[src/core/sfds_pkg.sv]
// Constants, field layouts and phase codes of the squib FET diagnostic
// sequencer. Shared by both ends of the register link.
package sfds_pkg;
  // ----------------------------------------------------------------------
  // Register indices
  // ----------------------------------------------------------------------
  localparam logic [5:0] ADDR_SYS_DIAG_REQ  = 6'h36;
  localparam logic [5:0] ADDR_LOOP_DIAG_STS = 6'h37;
  localparam logic [5:0] ADDR_LOOP_DIAG_REQ = 6'h38;

  // ----------------------------------------------------------------------
  // Field layouts
  // ----------------------------------------------------------------------
  localparam int REQ_HL_BIT    = 15;
  localparam int REQ_FUNC_LSB  = 5;
  localparam int REQ_SIDE_BIT  = 4;
  localparam int STS_HL_BIT    = 19;
  localparam int STS_RUN_BIT   = 18;
  localparam int STS_FETON_BIT = 15;
  localparam int STS_FUNC_LSB  = 8;
  localparam int STS_LOOPS_BIT = 7;
  localparam int STS_STG_BIT   = 6;
  localparam int STS_STB_BIT   = 5;
  localparam int STS_SIDE_BIT  = 4;
  localparam int REG_W         = 16;
  localparam int STS_W         = 20;
  localparam int NCH           = 4;

  // ----------------------------------------------------------------------
  // Codes and reset values
  // ----------------------------------------------------------------------
  localparam logic [2:0]  FUNC_FET_TEST = 3'h7;
  localparam logic [3:0]  DRV_TEST_HS   = 4'h7;
  localparam logic [3:0]  DRV_TEST_LS   = 4'h8;
  localparam logic [19:0] STS_RESET     = 20'h00000;
  localparam logic [1:0]  PHASE_INIT    = 2'h0;
  localparam logic [1:0]  PHASE_DIAG    = 2'h1;

  // ----------------------------------------------------------------------
  // Timing
  // ----------------------------------------------------------------------
  localparam int CLK_PERIOD_NS    = 10;
  localparam int FET_TIMEOUT_US   = 200;
  localparam int FET_TIMEOUT_CYC  = FET_TIMEOUT_US * 1000 / CLK_PERIOD_NS;
endpackage

[src/core/sfds_link_if.sv]
// Word-level register link between host controller and diagnostic device.
// Assumes one clock shared by both ends; the bench instantiates it.
`timescale 1ns/1ns
`default_nettype none
interface sfds_link_if;
  logic        req_wr;
  logic        req_rd;
  logic [5:0]  req_addr;
  logic [15:0] req_wdata;
  logic        rsp_valid;
  logic [19:0] rsp_rdata;

  modport host (output req_wr, req_rd, req_addr, req_wdata,
                input  rsp_valid, rsp_rdata);
  modport dev  (input  req_wr, req_rd, req_addr, req_wdata,
                output rsp_valid, rsp_rdata);
endinterface
`default_nettype wire

[src/core/sfds_dev_end.sv]
// Device end: register file and FET test sequencer for four squib loops.
// Assumes analog checkers and current comparators on core_clk_i.
//
// What this block does
// - End test, FET off after 200 us timeout.
// - Switch off at once on current threshold.
// - Validate reference, check leakage, then switch FET.
// - Loop request: bit15, function 111, side, channel.
// - System request code 1000 starts low-side test.
// - Status bit15 FET on, function 0111.
// - Bit19 diag requested, bit18 while running.
// - Status bits 7..0: shorts, side, channel.
// - Host: high-side passes on battery-only flag.
// - Host: low-side passes on ground-only flag.
// - Flags latched, cleared by new request.
// - Low-side FET grounds return pin, monitored.
// - No loop writes in INIT; system only DIAG.
// - Code 0111 high-side test, feed side.
`timescale 1ns/1ns
`default_nettype none
module sfds_dev_end #(
  parameter int TIMEOUT_CYC = sfds_pkg::FET_TIMEOUT_CYC
) (
  // Clock and reset
  input  wire logic       core_clk_i,
  input  wire logic       rstn_i,
  // Register link
  sfds_link_if.dev        link,
  // Operating phase of the device
  input  wire logic [1:0] op_phase_i,
  // Reference and leakage checks
  input  wire logic       chk_done_i,
  input  wire logic       chk_pass_i,
  output logic            cmref_chk_o,
  output logic            leak_chk_o,
  // Current comparators and short sensing
  input  wire logic       hs_over_i,
  input  wire logic       ls_over_i,
  input  wire logic       gnd_sense_i,
  input  wire logic       bat_sense_i,
  input  wire logic       loop_short_i,
  // FET drives
  output logic [3:0]      hs_fet_on_o,
  output logic [3:0]      ls_fet_on_o
);
  // ----------------------------------------------------------------------
  // Types and state
  // ----------------------------------------------------------------------
  typedef enum logic [3:0] {
    SFDS_IDLE = 4'b0001,
    SFDS_CREF = 4'b0010,
    SFDS_LEAK = 4'b0100,
    SFDS_FET  = 4'b1000
  } sfds_dev_state_t;

  sfds_dev_state_t state_r, state_nxt;
  logic [15:0]     loop_req_r, loop_req_nxt;
  logic            hs_sel_r, hs_sel_nxt;
  logic [14:0]     tmo_r, tmo_nxt;
  logic            hl_r, hl_nxt;
  logic            feton_r, feton_nxt;
  logic            stg_r, stg_nxt;
  logic            stb_r, stb_nxt;
  logic            short_r, short_nxt;
  logic            rvld_r, rvld_nxt;
  logic [19:0]     rdata_r, rdata_nxt;
  logic [3:0]      hs_r, hs_nxt;
  logic [3:0]      ls_r, ls_nxt;
  logic            cref_r, cref_nxt;
  logic            leak_r, leak_nxt;

  // ----------------------------------------------------------------------
  // Write decode
  // ----------------------------------------------------------------------
  logic wr_loop;
  logic wr_sys;
  logic sys_hs;
  logic sys_ls;
  logic fet_req;
  logic over;
  logic [19:0] status;

  // Accepted writes by phase
  assign wr_loop = link.req_wr && link.req_addr == sfds_pkg::ADDR_LOOP_DIAG_REQ
                   && op_phase_i != sfds_pkg::PHASE_INIT;
  assign wr_sys  = link.req_wr && link.req_addr == sfds_pkg::ADDR_SYS_DIAG_REQ
                   && op_phase_i == sfds_pkg::PHASE_DIAG;
  assign sys_hs  = link.req_wdata[3:0] == sfds_pkg::DRV_TEST_HS;
  assign sys_ls  = link.req_wdata[3:0] == sfds_pkg::DRV_TEST_LS;
  // Latched loop request must name a high level FET test
  assign fet_req = loop_req_r[sfds_pkg::REQ_HL_BIT]
                   && loop_req_r[sfds_pkg::REQ_FUNC_LSB +: 3]
                      == sfds_pkg::FUNC_FET_TEST;
  // Comparator of the selected side
  assign over    = hs_sel_r ? hs_over_i : ls_over_i;

  // Status word assembly
  always_comb begin
    status = sfds_pkg::STS_RESET;
    status[sfds_pkg::STS_HL_BIT]    = hl_r;
    status[sfds_pkg::STS_RUN_BIT]   = state_r != SFDS_IDLE;
    status[sfds_pkg::STS_FETON_BIT] = feton_r;
    status[sfds_pkg::STS_FUNC_LSB +: 4] =
      {1'b0, loop_req_r[sfds_pkg::REQ_FUNC_LSB +: 3]};
    status[sfds_pkg::STS_LOOPS_BIT] = short_r;
    status[sfds_pkg::STS_STG_BIT]   = stg_r;
    status[sfds_pkg::STS_STB_BIT]   = stb_r;
    status[sfds_pkg::STS_SIDE_BIT]  = loop_req_r[sfds_pkg::REQ_SIDE_BIT];
    status[3:0]                     = loop_req_r[3:0];
  end

  // ----------------------------------------------------------------------
  // Register file and read port
  // ----------------------------------------------------------------------
  // Next values for stored request and read answer
  always_comb begin
    loop_req_nxt = loop_req_r;
    rvld_nxt     = link.req_rd;
    rdata_nxt    = 20'h00000;
    if (wr_loop) begin
      loop_req_nxt = link.req_wdata;
    end
    if (link.req_rd && link.req_addr == sfds_pkg::ADDR_LOOP_DIAG_STS) begin
      rdata_nxt = status;
    end
  end

  // Register file flops
  always_ff @(posedge core_clk_i or negedge rstn_i) begin
    if (!rstn_i) begin
      loop_req_r <= 16'h0000;
      rvld_r     <= 1'b0;
      rdata_r    <= 20'h00000;
    end else begin
      loop_req_r <= loop_req_nxt;
      rvld_r     <= rvld_nxt;
      rdata_r    <= rdata_nxt;
    end
  end

  assign link.rsp_valid = rvld_r;
  assign link.rsp_rdata = rdata_r;

  // ----------------------------------------------------------------------
  // Test sequencer
  // ----------------------------------------------------------------------
  // Next state, FET drive and result flags
  always_comb begin
    state_nxt = state_r;
    hs_sel_nxt = hs_sel_r;
    tmo_nxt   = tmo_r;
    hl_nxt    = hl_r;
    feton_nxt = feton_r;
    stg_nxt   = stg_r;
    stb_nxt   = stb_r;
    short_nxt = short_r;
    hs_nxt    = 4'h0;
    ls_nxt    = 4'h0;
    cref_nxt  = 1'b0;
    leak_nxt  = 1'b0;
    // A new request clears the latched results
    if (wr_loop || wr_sys) begin
      stg_nxt   = 1'b0;
      stb_nxt   = 1'b0;
      short_nxt = 1'b0;
      feton_nxt = 1'b0;
    end
    if (wr_loop) begin
      hl_nxt = link.req_wdata[sfds_pkg::REQ_HL_BIT];
    end
    case (state_r)
      SFDS_IDLE: begin
        if (wr_sys && fet_req && (sys_hs || sys_ls)) begin
          hs_sel_nxt = sys_hs;
          state_nxt  = SFDS_CREF;
          cref_nxt   = 1'b1;
        end
      end
      SFDS_CREF: begin
        cref_nxt = !chk_done_i;
        if (chk_done_i) begin
          state_nxt = chk_pass_i ? SFDS_LEAK : SFDS_IDLE;
          leak_nxt  = chk_pass_i;
        end
      end
      SFDS_LEAK: begin
        leak_nxt = !chk_done_i;
        if (chk_done_i && !chk_pass_i) begin
          state_nxt = SFDS_IDLE;
        end else if (chk_done_i) begin
          state_nxt = SFDS_FET;
          tmo_nxt   = 15'(TIMEOUT_CYC - 1);
          feton_nxt = 1'b1;
          hs_nxt[loop_req_r[1:0]] = hs_sel_r;
          ls_nxt[loop_req_r[1:0]] = !hs_sel_r;
        end
      end
      SFDS_FET: begin
        if (over || tmo_r == 15'h0000) begin
          state_nxt = SFDS_IDLE;
          short_nxt = loop_short_i;
          if (hs_sel_r) begin
            stb_nxt = over;
            stg_nxt = gnd_sense_i;
          end else begin
            stg_nxt = over;
            stb_nxt = bat_sense_i;
          end
        end else begin
          tmo_nxt = tmo_r - 15'h0001;
          hs_nxt  = hs_r;
          ls_nxt  = ls_r;
        end
      end
      default: begin
        state_nxt = SFDS_IDLE;
      end
    endcase
  end

  // Sequencer flops
  always_ff @(posedge core_clk_i or negedge rstn_i) begin
    if (!rstn_i) begin
      state_r  <= SFDS_IDLE;
      hs_sel_r <= 1'b0;
      tmo_r    <= 15'h0000;
      hl_r     <= 1'b0;
      feton_r  <= 1'b0;
      stg_r    <= 1'b0;
      stb_r    <= 1'b0;
      short_r  <= 1'b0;
      hs_r     <= 4'h0;
      ls_r     <= 4'h0;
      cref_r   <= 1'b0;
      leak_r   <= 1'b0;
    end else begin
      state_r  <= state_nxt;
      hs_sel_r <= hs_sel_nxt;
      tmo_r    <= tmo_nxt;
      hl_r     <= hl_nxt;
      feton_r  <= feton_nxt;
      stg_r    <= stg_nxt;
      stb_r    <= stb_nxt;
      short_r  <= short_nxt;
      hs_r     <= hs_nxt;
      ls_r     <= ls_nxt;
      cref_r   <= cref_nxt;
      leak_r   <= leak_nxt;
    end
  end

  // ----------------------------------------------------------------------
  // Outputs
  // ----------------------------------------------------------------------
  assign hs_fet_on_o = hs_r;
  assign ls_fet_on_o = ls_r;
  assign cmref_chk_o = cref_r;
  assign leak_chk_o  = leak_r;
endmodule
`default_nettype wire

[src/flat_wrapper.sv]
// flat-port wrapper written by rule: the top's interface ports become plain ports
module sfds_dev_end_flat 
#(
  parameter int TIMEOUT_CYC = sfds_pkg::FET_TIMEOUT_CYC
)
  (core_clk_i, rstn_i, op_phase_i, chk_done_i, chk_pass_i, cmref_chk_o, leak_chk_o, hs_over_i, ls_over_i, gnd_sense_i, bat_sense_i, loop_short_i, hs_fet_on_o, ls_fet_on_o, link_req_wr, link_req_rd, link_req_addr, link_req_wdata, link_rsp_valid, link_rsp_rdata);
  sfds_link_if link_i ();
  input  wire logic core_clk_i;
  input  wire logic rstn_i;
  input  wire logic [1:0] op_phase_i;
  input  wire logic chk_done_i;
  input  wire logic chk_pass_i;
  output logic cmref_chk_o;
  output logic leak_chk_o;
  input  wire logic hs_over_i;
  input  wire logic ls_over_i;
  input  wire logic gnd_sense_i;
  input  wire logic bat_sense_i;
  input  wire logic loop_short_i;
  output logic [3:0] hs_fet_on_o;
  output logic [3:0] ls_fet_on_o;
  input wire logic [$bits(link_i.req_wr)-1:0] link_req_wr;
  input wire logic [$bits(link_i.req_rd)-1:0] link_req_rd;
  input wire logic [$bits(link_i.req_addr)-1:0] link_req_addr;
  input wire logic [$bits(link_i.req_wdata)-1:0] link_req_wdata;
  output wire logic [$bits(link_i.rsp_valid)-1:0] link_rsp_valid;
  output wire logic [$bits(link_i.rsp_rdata)-1:0] link_rsp_rdata;
  assign link_i.req_wr = link_req_wr;
  assign link_i.req_rd = link_req_rd;
  assign link_i.req_addr = link_req_addr;
  assign link_i.req_wdata = link_req_wdata;
  assign link_rsp_valid = link_i.rsp_valid;
  assign link_rsp_rdata = link_i.rsp_rdata;
  sfds_dev_end #(.TIMEOUT_CYC(TIMEOUT_CYC)) u_core (.core_clk_i(core_clk_i), .rstn_i(rstn_i), .link(link_i), .op_phase_i(op_phase_i), .chk_done_i(chk_done_i), .chk_pass_i(chk_pass_i), .cmref_chk_o(cmref_chk_o), .leak_chk_o(leak_chk_o), .hs_over_i(hs_over_i), .ls_over_i(ls_over_i), .gnd_sense_i(gnd_sense_i), .bat_sense_i(bat_sense_i), .loop_short_i(loop_short_i), .hs_fet_on_o(hs_fet_on_o), .ls_fet_on_o(ls_fet_on_o));
endmodule
[config.mk]
export PLATFORM = sky130hd
export DESIGN_NAME = sfds_dev_end_flat
export DESIGN_NICKNAME = d
export VERILOG_FILES = /design/src/core/sfds_pkg.sv /design/src/core/sfds_link_if.sv /design/src/core/sfds_dev_end.sv /design/src/flat_wrapper.sv
export SDC_FILE = /design/constraint.sdc
export NUM_CORES = 1
export LEC_CHECK = 0
export BUFFER_PORTS_ARGS = -buffer_cell sky130_fd_sc_hd__clkbuf_2
export CORE_ASPECT_RATIO = 1.25
export CORE_MARGIN = 4
export CORE_UTILIZATION = 30
export CTS_CLUSTER_SIZE = 30
export DETAILED_ROUTE_END_ITERATION = 10
export GPL_ROUTABILITY_DRIVEN = 0
export RECOVER_POWER = 25
export SLEW_MARGIN = 20
export SYNTH_ARGS = -nofsm -noshare
export SYNTH_HDL_FRONTEND = slang
export SYNTH_SLANG_ARGS = --single-unit
[constraint.sdc]
create_clock -name core_clk_i -period 3.6 [get_ports core_clk_i]
set_clock_uncertainty 0.2 [all_clocks]
set_input_delay 0.18 -clock core_clk_i [delete_from_list [all_inputs] [get_ports core_clk_i]]
set_output_delay 0.18 -clock core_clk_i [all_outputs]
set_load 0.02 [all_outputs]
==> flow_summary.yaml <==
worst_setup_path:
  cp_cell_sequence: "or4b_4, or4_1, o31ai_1, or3b_1"
  cp_max_fo: 7
  cp_slowest_stage_delay_ns: 0.66
  slowest_stage: "or4_1"
  arrival_ns: 2.65
  critPathLaunchType: "flop"
  end_kind: "flop"
  path_class: "flop to flop"
  cp.required_ns: 3.62
global_routing:
  grt_pass1_wl_um: 10300
  antenna_found_initial: 0
  grt.overflow.total: 0
  grt_max_degree: 37
  first_global_vias: 2172
  track_usage_pct: 12.2
placement:
  io_buffers: 52
  dp_hpwl_um: 4340
  placed_area_sq_um: 3060
  dp.cells: 404
timing:
  setup_viol: 0
  tns_ns: 0
  rsz0062_at_grt: "false"
  tightest_slew_ns: 1.96
  slew_viol_final: 37
  hold_viol: 0
  min_period_ns: 2.63
  period_share_pct: 73.1
  slew_headroom_pct: -30.6
  max_clock_freq_ghz: 0.380
floorplan:
  die_h_um: 114
  fp.dieW_um: 92.7
  core-area_sq_um: 8700
  num_rows: 38
  initial_utilization_pct: 30.9
  die_area_sq_um: 10600
  io_pins: 66
outcome:
  violations: "max-capacitance violations, max-slew violations"
  outcome: "complete, but fails checks"
clock_network:
  tritoncts.num_buffers: 9
  clkSlewWorstSetupHoldPaths_ns: 0.07
  ctsResizeCount: 0
  clk_latency_ns: 0.34
  post-cts-setup-buffers: 0
  tritoncts: "done"
  cts.sinks: 58
  max-clock-path-buffers: 2
  root_buffer: "clkbuf_8"
  cts_hold_buf: 13
  cts_htree_levels: 3
drt:
  avgRoutedWirePerCell_um: 13.9
  vias_per_cell: 4.77
  routed_wl_um: 6000
  ant_nets: 0
  vias: 2067
  drt_iter0_markers: 121
  drc: 0
  first_pass_iters: 4
logic_synthesis:
  synth_cell_types: 50
  synth_top_family_by_area: "simple AND/OR/NAND/NOR gates"
  syn_area_sq_um: 2690
  ys_seq_area_share_pct: 54.0
  synth_fa_ha_area_share_pct: 0.465
  async_reset_ff_share_pct: 100
  syn_inst: 241
  synth_edf_count: 0
  synth.top_cell.area_share_pct: 53.0
  synth-simple-area-share_pct: 23.1
  synth_top_area_cell: "dfrtp_1"
  synth_area_per_cell_sq_um: 11.2
  synthMuxAreaShare_pct: 9.63
  synth-main-ff-cell: "dfrtp_1"
  ys_ff_latch: 58
  synth_warnings: 0
  synthXorXnorAreaFrac_pct: 0.326
  synth_compound_area_share_pct: 8.00
  synth_area_leaders: "dfrtp_1, mux2_2, mux2i_1, and2_1, nor3_1"
hold_path:
  min_path_type: "input port to flop"
layout:
  antennaDiodeCount: 0
  fin_nets: 344
  final_area_sq_um: 3380
  n_fill_cell: 865
  areaGrowthSynthToFinish_pct: 25.6
  drive_gt1_share_pct: 20.4
  finalNonFillerCells: 433
pwr:
  ir_drop_v: 0.000273
  power_density_nw_per_um2: 442
  leakage_nw: 1.53
flow_run:
  maxCapViolCount: 1
## per-stage QoR
stage / setup WS (ns) / hold WS (ns) / util, % / total power, mW
2_1_floorplan: 1.08 / -0.316 / - / 0.793
3_3_place_gp: 1.00 / 0.113 / 35.1 / 0.831
3_5_place_dp: 0.972 / 0.116 / 35.1 / 0.836
4_1_cts: 0.960 / 0.0119 / 39.1 / 1.51
5_1_grt: 0.846 / 0.0234 / 38.8 / 1.56
6_report: 0.970 / 0.0231 / 38.8 / 1.49
## flip-flops by register name (all words and copies together), names as in the netlist, 4 cells and up
name	cells
u_core.hs_fet_on_o	4
u_core.state_r	4
u_core.ls_fet_on_o	4
u_core.loop_req_r	8
u_core.link.rsp_rdata	14
u_core.tmo_r	15
## power breakdown
part           internal, mW  leakage [nW]  switching [mW]
registers             0.685         0.763          0.0309
logic                0.0599         0.662          0.0587
clock network         0.388         0.105           0.272
## routing by layer
layer	vias up	track usage [%]	share of wire, %
li1	1002	-	-
met1	999	14.5	42
met2	54	20.3	50
met3	12	3.89	5.6
met4	0	5.38	2.4
met5	-	0	0
## logic make-up after synthesis
| logic type | after synthesis |
|---|---|
| XOR/XNOR | 1 |
| AND/OR/NAND/NOR | 105 |
| adder cells (fa/ha/maj) | 1 |
| flip-flops | 58 |
| AO/OA/AOI/OAI | 29 |
| other | 1 |
| buffers and inverters | 22 |
| multiplexers | 24 |
## synthesized netlist by cell type (all sizes together), types with 6 or more instances
cell type and instances:
nand2 13, clkbuf 7, a21oi 6, dfrtp 57, mux2i 9, mux2 15, and2 14, nor4 6
nor3 14, nor2 14, buf 10
## final cells by class
class | count | area (sq um) | area share, %
multi-input combinational | 166 | 1160 | 34.3
clock buffer | 9 | 124 | 3.67
sequential | 58 | 1450 | 43.0
tap | 120 | 150 | 4.44
inverter | 5 | 18.8 | 0.556
clock inverter | 7 | 93.8 | 2.78
timing repair buffer | 68 | 379 | 11.2
## cell usage in the layout, fill, tap and decap left out, drive strengths merged, types with 4 or more instances in the layout
cell,netlist,layout
nor4,6,6
dfrtp,57,57
inv,5,5
nor2,14,14
nand4b,4,4
or3,5,5
mux2,15,15
nand2b,5,5
mux2i,9,9
nor3,14,14
clkbuf,7,61
nand2,13,13
conb,1,6
a32o,4,4
and2,14,14
nor3b,4,4
a21oi,6,6
dlygate4sd3,0,13
or4,5,5
## final timing paths
| check | from | to | slack [ns] | depth (start not counted) |
|---|---|---|---|---|
| max | u_core.state_r[1] | u_core.tmo_r[10] | 0.97 | 4 |
| min | gnd_sense_i | u_core.stg_r | 0.02 | 3 |
| max reg2reg | u_core.state_r[1] | u_core.tmo_r[10] | 0.97 | 4 |
| min reg2reg | u_core.stb_r | u_core.link.rsp_rdata[5] | 0.28 | 1 |
| max in group asynchronous | rstn_i | u_core.link.rsp_rdata[3] | 1.25 | 3 |
| min in group asynchronous | rstn_i | u_core.tmo_r[7] | 0.75 | 2 |
## worst max-delay path, delay by kind of cell (launching register included)
| family | cells | cell delay (ns) |
|---|---|---|
| simple gates | 3 | 1.61 |
| compound gates | 1 | 0.25 |
| flops | 1 | 0.45 |
Note: power is estimated with default switching activity, not from simulation.
